--- src/pkg/husp_pkg.sv ---
package husp_pkg;
  // ----------------------------------------------------------------
  // widths and line coding
  // ----------------------------------------------------------------
  localparam int          DATA_W    = 16;
  localparam int          CNT_W     = 5;
  localparam logic [4:0]  WORD_BITS = 5'h10;
  localparam logic [4:0]  HALF_BITS = 5'h08;
  localparam logic [2:0]  STUFF_RUN = 3'h6;   // ones before a stuffed zero
  // ----------------------------------------------------------------
  // clock synthesis by phase accumulators
  // ----------------------------------------------------------------
  localparam int          ACC_W     = 16;
  localparam int          SYS_MHZ   = 100;
  localparam int          IFC_MHZ   = 30;
  localparam int          AUX_MHZ   = 48;
  localparam logic [15:0] INC_IFC   = 16'((IFC_MHZ * (2 ** ACC_W)) / SYS_MHZ);
  localparam logic [15:0] INC_AUX   = 16'((AUX_MHZ * (2 ** ACC_W)) / SYS_MHZ);
  // ----------------------------------------------------------------
  // register map
  // ----------------------------------------------------------------
  localparam int          ADDR_W    = 4;
  localparam int          REG_W     = 8;
  localparam logic [3:0]  REG_CTRL  = 4'h0;
  localparam logic [3:0]  REG_STAT  = 4'h4;
  localparam logic [3:0]  REG_MASK  = 4'h8;
  localparam int          CTRL_BYP  = 0;      // ctrl: bypass stuffing and nrzi
  localparam int          EVT_W     = 3;
  localparam int          EVT_ERR   = 0;      // receive stuff error
  localparam int          EVT_RXW   = 1;      // receive word presented
  localparam int          EVT_TXW   = 2;      // transmit word taken
  localparam int          ST_SUSP   = 3;      // status: suspend level
  localparam int          ST_STATE  = 4;      // status: operating state, 2 bits
  // ----------------------------------------------------------------
  // synchronised pin vector layout
  // ----------------------------------------------------------------
  localparam int P_SUSP = 0, P_RST = 1, P_SEL0 = 2, P_SEL1 = 3, P_TXV = 4, P_STF = 5;
  localparam int P_DIR  = 6, P_RXA = 7, P_RXB = 8, P_DP = 9, P_DM = 10, P_DIF = 11;
  localparam int PIN_W  = 12;
  // operating state: gray along disconnect, full speed, chirp, high speed
  typedef enum logic [1:0] {
    ST_DISC  = 2'h0,
    ST_FULL  = 2'h1,
    ST_CHIRP = 2'h3,
    ST_HIGH  = 2'h2
  } husp_state_t;
  // receive phase
  typedef enum logic [1:0] {
    RX_IDLE = 2'h0,
    RX_WORD = 2'h1,
    RX_DROP = 2'h3
  } husp_rxph_t;
endpackage

--- src/design/husp_top.sv ---
`timescale 1ns/1ps
module husp_top (
  // clock and reset
  input  wire logic              CLK_SYS_I,
  input  wire logic              RST_N_I,
  // control pins
  input  wire logic              RESET_I,
  input  wire logic              SUSPEND_I,
  input  wire logic              STATE_SELECT_BIT0_I,
  input  wire logic              STATE_SELECT_BIT1_I,
  input  wire logic              TX_VALID_OR_FS_OE_N_I,
  input  wire logic              STUFF_ENABLE_OR_FS_FORCE_SE0_I,
  input  wire logic              BUS_DIRECTION_SELECT_I,
  // parallel data bus
  input  wire logic [15:0]       DATA_I,
  output logic      [15:0]       DATA_O,
  output logic                   DATA_OE_N_O,
  // status pins
  output logic                   TX_READY_O,
  output logic                   RX_LAST_BYTE_O,
  output logic                   STUFF_ERROR_OR_FS_DIFF_RX_O,
  output logic                   RX_QUALIFIER_OR_DPLUS_RX_O,
  output logic                   LINE_IDLE_OR_DMINUS_RX_O,
  // clocks and power
  output logic                   INTERFACE_CLOCK_THIRTY_O,
  output logic                   CLK_OUT_FORTYEIGHT_O,
  output logic                   PULLUP_SWITCH_NODE_O,
  output logic                   LOW_POWER_O,
  // line front end
  input  wire logic              HS_RX_ACTIVE_I,
  input  wire logic              HS_RX_BIT_I,
  input  wire logic              FS_DPLUS_I,
  input  wire logic              FS_DMINUS_I,
  input  wire logic              FS_DIFF_I,
  output logic                   HS_TX_ACTIVE_O,
  output logic                   HS_TX_BIT_O,
  output logic                   FS_DRIVE_EN_O,
  output logic                   FS_SE0_O,
  // register port
  input  wire logic [3:0]        REG_ADDR_I,
  input  wire logic [7:0]        REG_WDATA_I,
  input  wire logic              REG_WR_I,
  input  wire logic              REG_RD_I,
  output logic      [7:0]        REG_RDATA_O,
  output logic                   IRQ_O
);
  // ----------------------------------------------------------------
  // state record
  // ----------------------------------------------------------------
  typedef struct packed {
    logic [11:0] s1;        // first synchroniser stage
    logic [11:0] s2;
    logic [15:0] d1;
    logic [15:0] d2;
    logic [15:0] acc_ifc;
    logic [15:0] acc_aux;
    logic        clk_ifc;
    logic        clk_aux;
    logic [1:0]  rise_p;    // interface clock rise, aligned to synced pins
    logic [1:0]  rdy_p;     // ready as shown at that rise
    logic [15:0] tx_sh;
    logic [4:0]  tx_left;
    logic [2:0]  tx_ones;
    logic        tx_stf;
    logic        tx_raw;
    logic        tx_lvl;
    logic        tx_en;
    logic        tx_rdy;
    logic        rx_prev;
    logic [2:0]  rx_ones;
    logic [15:0] rx_sh;
    logic [4:0]  rx_cnt;
    logic [1:0]  rx_ph;
    logic        pend;
    logic [15:0] pend_w;
    logic        pend_last;
    logic        pend_err;
    logic [15:0] dat;
    logic        dat_oe_n;
    logic        rx_val;
    logic        rx_last;
    logic        rx_err;
    logic        o_q;
    logic        o_e;
    logic        o_i;
    logic        fs_en;
    logic        fs_se0;
    logic        pull;
    logic        lowp;
    logic [7:0]  ctrl;
    logic [7:0]  mask;
    logic [2:0]  stat;
    logic [7:0]  rdata;
    logic        irq;
  } husp_st_t;

  localparam husp_st_t RST_VAL = '{tx_lvl: 1'b1, rx_prev: 1'b1, dat_oe_n: 1'b1, default: '0};

  husp_st_t q_ff;
  husp_st_t nxt_q;
  husp_pkg::husp_state_t st_w;
  logic        susp_w;
  logic        rst_w;
  logic        hs_w;
  logic        byp_w;
  logic        take_w;
  logic        fall_w;
  logic        dec_w;
  logic [2:0]  evt_w;

  // ----------------------------------------------------------------
  // next state
  // ----------------------------------------------------------------
  always_comb begin
    nxt_q = q_ff;
    evt_w = '0;
    susp_w = q_ff.s2[husp_pkg::P_SUSP];
    rst_w  = q_ff.s2[husp_pkg::P_RST];
    st_w   = husp_pkg::husp_state_t'(q_ff.s2[husp_pkg::P_SEL1:husp_pkg::P_SEL0]);
    hs_w   = (st_w == husp_pkg::ST_HIGH) || (st_w == husp_pkg::ST_CHIRP);
    byp_w  = q_ff.ctrl[husp_pkg::CTRL_BYP];
    // clock synthesis, frozen low in suspend
    if (susp_w) begin
      nxt_q.clk_ifc = 1'b0;
      nxt_q.clk_aux = 1'b0;
    end else begin
      nxt_q.acc_ifc = q_ff.acc_ifc + husp_pkg::INC_IFC;
      nxt_q.acc_aux = q_ff.acc_aux + husp_pkg::INC_AUX;
      nxt_q.clk_ifc = nxt_q.acc_ifc[husp_pkg::ACC_W-1];
      nxt_q.clk_aux = nxt_q.acc_aux[husp_pkg::ACC_W-1];
    end
    fall_w = q_ff.clk_ifc & ~nxt_q.clk_ifc;
    // pins launched at a rise are read once they leave the synchroniser
    nxt_q.rise_p = {q_ff.rise_p[0], nxt_q.clk_ifc & ~q_ff.clk_ifc};
    nxt_q.rdy_p  = {q_ff.rdy_p[0], q_ff.tx_rdy};
    take_w = q_ff.rise_p[1] & q_ff.rdy_p[1] & hs_w & q_ff.s2[husp_pkg::P_TXV] & ~susp_w;
    // serialiser: stuffing, shifting, nrzi
    nxt_q.tx_en = 1'b0;
    if (q_ff.tx_stf && !byp_w && q_ff.tx_ones == husp_pkg::STUFF_RUN) begin
      nxt_q.tx_raw  = 1'b0;
      nxt_q.tx_ones = '0;
      nxt_q.tx_en   = 1'b1;
    end else if (q_ff.tx_left != '0) begin
      nxt_q.tx_raw  = q_ff.tx_sh[0];
      nxt_q.tx_sh   = q_ff.tx_sh >> 1;
      nxt_q.tx_left = q_ff.tx_left - 5'h01;
      nxt_q.tx_ones = q_ff.tx_sh[0] ? q_ff.tx_ones + 3'h1 : 3'h0;
      nxt_q.tx_en   = 1'b1;
    end else if (!take_w) begin
      nxt_q.tx_ones = '0;
      nxt_q.tx_lvl  = 1'b1;
    end
    if (nxt_q.tx_en) begin
      nxt_q.tx_lvl = byp_w ? nxt_q.tx_raw : (nxt_q.tx_raw ? q_ff.tx_lvl : ~q_ff.tx_lvl);
    end
    if (take_w) begin
      nxt_q.tx_sh   = q_ff.d2;
      nxt_q.tx_left = husp_pkg::WORD_BITS;
      nxt_q.tx_stf  = q_ff.s2[husp_pkg::P_STF];
      evt_w[husp_pkg::EVT_TXW] = 1'b1;
    end
    nxt_q.tx_rdy = hs_w & ~susp_w & (nxt_q.tx_left == '0);
    // deserialiser: nrzi decode, destuff, assemble
    dec_w = byp_w ? q_ff.s2[husp_pkg::P_RXB] : (q_ff.s2[husp_pkg::P_RXB] == q_ff.rx_prev);
    if (hs_w && q_ff.s2[husp_pkg::P_RXA]) begin
      nxt_q.rx_prev = q_ff.s2[husp_pkg::P_RXB];
      if (q_ff.rx_ph != husp_pkg::RX_DROP) begin
        nxt_q.rx_ph = husp_pkg::RX_WORD;
        if (!byp_w && q_ff.rx_ones == husp_pkg::STUFF_RUN) begin
          nxt_q.rx_ones = '0;
          if (dec_w) begin
            nxt_q.pend      = 1'b1;
            nxt_q.pend_w    = q_ff.rx_sh;
            nxt_q.pend_last = 1'b1;
            nxt_q.pend_err  = 1'b1;
            nxt_q.rx_ph     = husp_pkg::RX_DROP;
            evt_w[husp_pkg::EVT_ERR] = 1'b1;
          end
        end else begin
          nxt_q.rx_sh[q_ff.rx_cnt[3:0]] = dec_w;
          nxt_q.rx_ones = dec_w ? q_ff.rx_ones + 3'h1 : 3'h0;
          nxt_q.rx_cnt  = q_ff.rx_cnt + 5'h01;
          if (nxt_q.rx_cnt == husp_pkg::WORD_BITS) begin
            nxt_q.pend      = 1'b1;
            nxt_q.pend_w    = nxt_q.rx_sh;
            nxt_q.pend_last = 1'b0;
            nxt_q.pend_err  = 1'b0;
            nxt_q.rx_cnt    = '0;
          end
        end
      end
    end else begin
      if (q_ff.rx_ph == husp_pkg::RX_WORD && q_ff.rx_cnt >= husp_pkg::HALF_BITS) begin
        nxt_q.pend      = 1'b1;
        nxt_q.pend_w    = q_ff.rx_sh;
        nxt_q.pend_last = 1'b1;
        nxt_q.pend_err  = 1'b0;
      end
      nxt_q.rx_ph   = husp_pkg::RX_IDLE;
      nxt_q.rx_cnt  = '0;
      nxt_q.rx_ones = '0;
      nxt_q.rx_prev = 1'b1;
    end
    // presentation on the interface clock fall
    if (fall_w) begin
      nxt_q.rx_val  = q_ff.pend;
      nxt_q.rx_last = q_ff.pend & q_ff.pend_last;
      nxt_q.rx_err  = q_ff.pend & q_ff.pend_err;
      if (q_ff.pend) begin
        nxt_q.dat  = q_ff.pend_w;
        nxt_q.pend = 1'b0;
        evt_w[husp_pkg::EVT_RXW] = 1'b1;
      end
    end
    nxt_q.dat_oe_n = ~(hs_w & q_ff.s2[husp_pkg::P_DIR] & ~susp_w);
    // shared output pins by state
    case (st_w)
      husp_pkg::ST_HIGH, husp_pkg::ST_CHIRP: begin
        nxt_q.o_q = nxt_q.rx_val;
        nxt_q.o_e = nxt_q.rx_err;
        nxt_q.o_i = ~q_ff.s2[husp_pkg::P_RXA];
      end
      default: begin
        nxt_q.o_q = q_ff.s2[husp_pkg::P_DP];
        nxt_q.o_e = q_ff.s2[husp_pkg::P_DIF];
        nxt_q.o_i = q_ff.s2[husp_pkg::P_DM];
      end
    endcase
    nxt_q.fs_en  = ~hs_w & ~q_ff.s2[husp_pkg::P_TXV] & ~susp_w;
    nxt_q.fs_se0 = ~hs_w & q_ff.s2[husp_pkg::P_STF];
    nxt_q.pull   = ~susp_w & ((st_w == husp_pkg::ST_FULL) || (st_w == husp_pkg::ST_CHIRP));
    nxt_q.lowp   = susp_w;
    // register port; an event in a clearing read still lands
    nxt_q.rdata = '0;
    if (REG_WR_I && REG_ADDR_I == husp_pkg::REG_CTRL) begin
      nxt_q.ctrl = REG_WDATA_I;
    end
    if (REG_WR_I && REG_ADDR_I == husp_pkg::REG_MASK) begin
      nxt_q.mask = REG_WDATA_I;
    end
    nxt_q.stat = ((REG_RD_I && REG_ADDR_I == husp_pkg::REG_STAT) ? 3'h0 : q_ff.stat) | evt_w;
    if (REG_RD_I) begin
      case (REG_ADDR_I)
        husp_pkg::REG_CTRL: nxt_q.rdata = q_ff.ctrl;
        husp_pkg::REG_MASK: nxt_q.rdata = q_ff.mask;
        husp_pkg::REG_STAT: nxt_q.rdata = {2'h0, st_w, susp_w, q_ff.stat};
        default:            nxt_q.rdata = '0;
      endcase
    end
    nxt_q.irq = |(nxt_q.stat & q_ff.mask[husp_pkg::EVT_W-1:0]);
    // reset pin clears all but the synchronisers and the low-power flag, which follows suspend
    if (rst_w) begin
      nxt_q      = RST_VAL;
      nxt_q.lowp = susp_w;
    end
    // synchronisers keep sampling through a pin reset, so its release is seen
    nxt_q.s1 = {FS_DIFF_I, FS_DMINUS_I, FS_DPLUS_I, HS_RX_BIT_I, HS_RX_ACTIVE_I, BUS_DIRECTION_SELECT_I,
                STUFF_ENABLE_OR_FS_FORCE_SE0_I, TX_VALID_OR_FS_OE_N_I, STATE_SELECT_BIT1_I,
                STATE_SELECT_BIT0_I, RESET_I, SUSPEND_I};
    nxt_q.s2 = q_ff.s1;
    nxt_q.d1 = DATA_I;
    nxt_q.d2 = q_ff.d1;
  end

  // state register
  always_ff @(posedge CLK_SYS_I or negedge RST_N_I) begin
    if (!RST_N_I) begin
      q_ff <= RST_VAL;
    end else begin
      q_ff <= nxt_q;
    end
  end

  // ----------------------------------------------------------------
  // outputs
  // ----------------------------------------------------------------
  assign DATA_O                      = q_ff.dat;
  assign DATA_OE_N_O                 = q_ff.dat_oe_n;
  assign TX_READY_O                  = q_ff.tx_rdy;
  assign RX_LAST_BYTE_O              = q_ff.rx_last;
  assign STUFF_ERROR_OR_FS_DIFF_RX_O = q_ff.o_e;
  assign RX_QUALIFIER_OR_DPLUS_RX_O  = q_ff.o_q;
  assign LINE_IDLE_OR_DMINUS_RX_O    = q_ff.o_i;
  assign INTERFACE_CLOCK_THIRTY_O    = q_ff.clk_ifc;
  assign CLK_OUT_FORTYEIGHT_O        = q_ff.clk_aux;
  assign PULLUP_SWITCH_NODE_O        = q_ff.pull;
  assign LOW_POWER_O                 = q_ff.lowp;
  assign HS_TX_ACTIVE_O              = q_ff.tx_en;
  assign HS_TX_BIT_O                 = q_ff.tx_lvl;
  assign FS_DRIVE_EN_O               = q_ff.fs_en;
  assign FS_SE0_O                    = q_ff.fs_se0;
  assign REG_RDATA_O                 = q_ff.rdata;
  assign IRQ_O                       = q_ff.irq;
endmodule // husp_top

--- config.mk ---
export PLATFORM = sky130hd
export DESIGN_NAME = husp_top
export DESIGN_NICKNAME = d
export VERILOG_FILES = /design/src/pkg/husp_pkg.sv /design/src/design/husp_top.sv
export SDC_FILE = /design/constraint.sdc
export NUM_CORES = 1
export LEC_CHECK = 0
export BUFFER_PORTS_ARGS = -buffer_cell sky130_fd_sc_hd__buf_4
export CAP_MARGIN = 30
export CORE_UTILIZATION = 40
export CTS_CLUSTER_DIAMETER = 30
export DETAILED_ROUTE_END_ITERATION = 8
export SETUP_SLACK_MARGIN = 0.3
export SYNTH_ARGS = -nofsm -noshare
export SYNTH_HDL_FRONTEND = slang
export SYNTH_SLANG_ARGS = --single-unit
--- constraint.sdc ---
create_clock -name CLK_SYS_I -period 2.85 [get_ports CLK_SYS_I]
set_clock_uncertainty 0.2 [all_clocks]
set_input_delay 0.285 -clock CLK_SYS_I [delete_from_list [all_inputs] [get_ports CLK_SYS_I]]
set_output_delay 0.285 -clock CLK_SYS_I [all_outputs]
set_load 0.005 [all_outputs]
==> impl_metrics.ini <==
[sta]
relSlewSlack = 0.573
finalCritPeriodShare = 0.802
setup_violations = 0
finalCriticalPeriod_ns = 2.29
fmax_ghz = 0.438
fin_setup_tns_ns = 0
grt_setup_unrepaired = false
worst_pin_slew_ns = 0.637
final_max_slew_viol_count = 0
setup_ws_ns = 0.565
hold_violations = 0

[synth]
synthCells = 865
ys_ff_latch = 221
ys_top_cells_by_area = dfrtp_1, mux2i_1, nand2_1
synth_edf_count = 0
ys_seq_area_frac = 0.585
synth_fa_ha_area_frac = 0.0159
synthSimpleGateAreaFrac = 0.151
synth_cell_type_count = 76
synth_warnings = 0
yosysMostFrequentCell = dfrtp_1
synth_ff_type = dfrtp_1
synth_mux_area_frac = 0.0594
synth_top_area_frac = 0.577
synth_compound_area_frac = 0.125
synth_top_family_by_area = simple AND/OR/NAND/NOR gates
synthArstFlopShare = 1.00
syn_nets = 921
synth_xor_area_frac = 0.0195
netlist_top_cells_count = dfrtp_1, nand2_1, nor2_1, mux2i_1, o21ai_0
yosys.area.top_type = dfrtp_1
syn-mean-instance-area_um2 = 10.9
syn_area_mm2 = 0.00945

[global_routing]
grt_pass1_vias = 6773
met2_usage = 0.274
grt_pass1_wl_mm = 34.4
grt_use_total = 0.177
met3_usage = 0.0361
met1_usage = 0.244
overflow = 0
antenna_found_initial = 0
grt.busiest_layer = met2
grt_max_degree = 76

[detailed_routing]
drt_iter0_markers = 289
ant_nets = 0
totalWireLength_mm = 20.3
dr_total_vias = 6736
viasPerCell = 5.02
drc_errors = 0
dr.pass1.iters = 4
wl_per_cell_um = 15.2

[power_and_ir_drop]
p_leak_uw = 0.00563
p_per_area_mw_per_mm2 = 809
power_frac_seq = 0.361
clkPwrFrac = 0.530
vdd.ir_drop.worst_mv = 0.684
combPwrFrac = 0.109
p_sw_uw = 2470
internal_power_uw = 7450
sw_frac_of_total = 0.249

[cts]
cts_setup_buffers = 0
cts-root-buf = clkbuf_16
numCtsBuffers = 46
cts_sinks = 221
htreeDepth = 2
clk_latency_ns = 0.54
clkTransAtPathRegs_ns = 0.05
clockBufferDepth = 3
tritoncts = built

[setup_path]
cp-start-kind = flop
r2r-start = byp_w
cp.required_ns = 3.11
critPathKind = flop to flop
worstSetupEndpointType = flop
cp.arrival_ns = 2.55
crit_path_max_fanout = 14
startpoint = byp_w

[place]
numPortBuffers = 82
gp_congestion = 0.820
dp_slack_ns = 0.434
postPlaceCellArea_mm2 = 0.0103
dp_hpwl_mm = 12.9

[floorplanning]
coreArea_mm2 = 0.0229
start_util = 0.413
die_h_um = 156
die_w_um = 156
fp-row-count = 55
die-area_mm2 = 0.0243
io_pins = 83

[final_layout]
fin_nets = 1048
drive_gt1_frac = 0.194
finalInstanceArea_mm2 = 0.0123
syn_to_final_growth_pct = 29.7
utilization = 0.535
antenna_cells = 0

[job]
drv_cap = 0

[hold_path]
hp-class = input port to flop
min_from = REG_RD_I

[outcome]
status = finished, final reports clean
layout by cell type, fill, tap and decap left out, types with 3 or more instances in the layout:
cell type / n
dfstp_2: 3
o21ai_0: 50
nor4_1: 5
bufinv_16: 5
o211ai_1: 3
and4b_1: 3
xnor2_1: 9
inv_2: 3
o21ai_1: 5
a31oi_1: 3
xor2_1: 12
nor2b_1: 10
a21oi_1: 48
nor3_1: 11
mux2i_1: 55
inv_1: 16
clkinv_2: 8
clkbuf_16: 46
buf_12: 3
nor4b_1: 3
clkbuf_8: 4
inv_6: 9
nand2_1: 105
a211oi_1: 3
dlygate4sd3_1: 39
a2bb2oi_1: 15
dfrtp_1: 217
a21o_1: 5
a221o_1: 16
clkbuf_1: 7
nand4_1: 3
or3_1: 14
buf_4: 97
and3b_1: 3
ha_1: 12
or4_1: 3
o31ai_1: 3
nand3_1: 21
nor2_1: 93
power groups by stage:
stage | clock network (uW) | logic (uW) | registers [uW]
2_1_floorplan | 0 | 719 | 3580
3_3_place_gp | 0 | 1030 | 3630
3_5_place_dp | 0 | 1050 | 3630
4_1_cts | 5370 | 1100 | 3580
5_1_grt | 5550 | 1220 | 3620
6_report | 5260 | 1080 | 3580
final cells by class:
type / instances / area (um2)
Clock buffer: 57 / 1230
Clock inverter: 27 / 320
Fill cell: 1997 / 10700
Inverter: 19 / 71.3
Multi-Input combinational cell: 564 / 3520
Sequential cell: 221 / 5540
Tap cell: 313 / 392
Timing Repair Buffer: 140 / 1190
layer usage:
layer | part of all wire | wire length [um]
met5 | 0 | 0
met1 | 0.48 | 9690
met2 | 0.46 | 9270
met4 | 0.023 | 465
met3 | 0.045 | 914
worst max-delay path, cell delays in order, from the launching register on:
cell and delay, ns:
dfrtp_1 0.40, or3_1 0.48, nand2_1 0.46, nand3_1 0.22, nor4b_1 0.32, a21o_1 0.12
registers in the layout, summed over array words and instances (netlist names), 8 cells and up:
register,count
DATA_O,16
q_ff,153
REG_RDATA_O,8
nxt_q,28
per-stage QoR:
step / total power [uW] / hold WS [ns] / instances
after CTS: 10000 / 0.0611 / 1341
final: 9920 / 0.0781 / 1341
after global routing: 10400 / 0.109 / 1341
after floorplan: 4300 / -0.211 / 865
after global placement: 4660 / 0.0967 / 1218
after detailed placement: 4680 / 0.0927 / 1218
cell families after synthesis:
group,Yosys count
AO/OA/AOI/OAI,177
XOR/XNOR,21
adder cells (fa/ha/maj),12
buffers and inverters,80
flip-flops,221
multiplexers,56
AND/OR/NAND/NOR,298
path summary, 6_finish.rpt:
path | end | slack [ns] | cells after the start
setup reg to reg | q_ff[99] | 0.56 | 5
hold / removal | REG_RDATA_O[0] | 0.08 | 3
max in group asynchronous | DATA_OE_N_O | 1.49 | 3
hold reg to reg | q_ff[173] | 0.14 | 0
setup / recovery | q_ff[99] | 0.56 | 5
min in group asynchronous | LOW_POWER_O | 0.12 | 2
timing repair:
item                       4_1_cts  5_1_grt
hold endpoints to repair       152        0
hold buffers                    39        0
gates resized for setup          0        1
setup endpoints to repair        0       16
(Power assumes the default switching activity.)
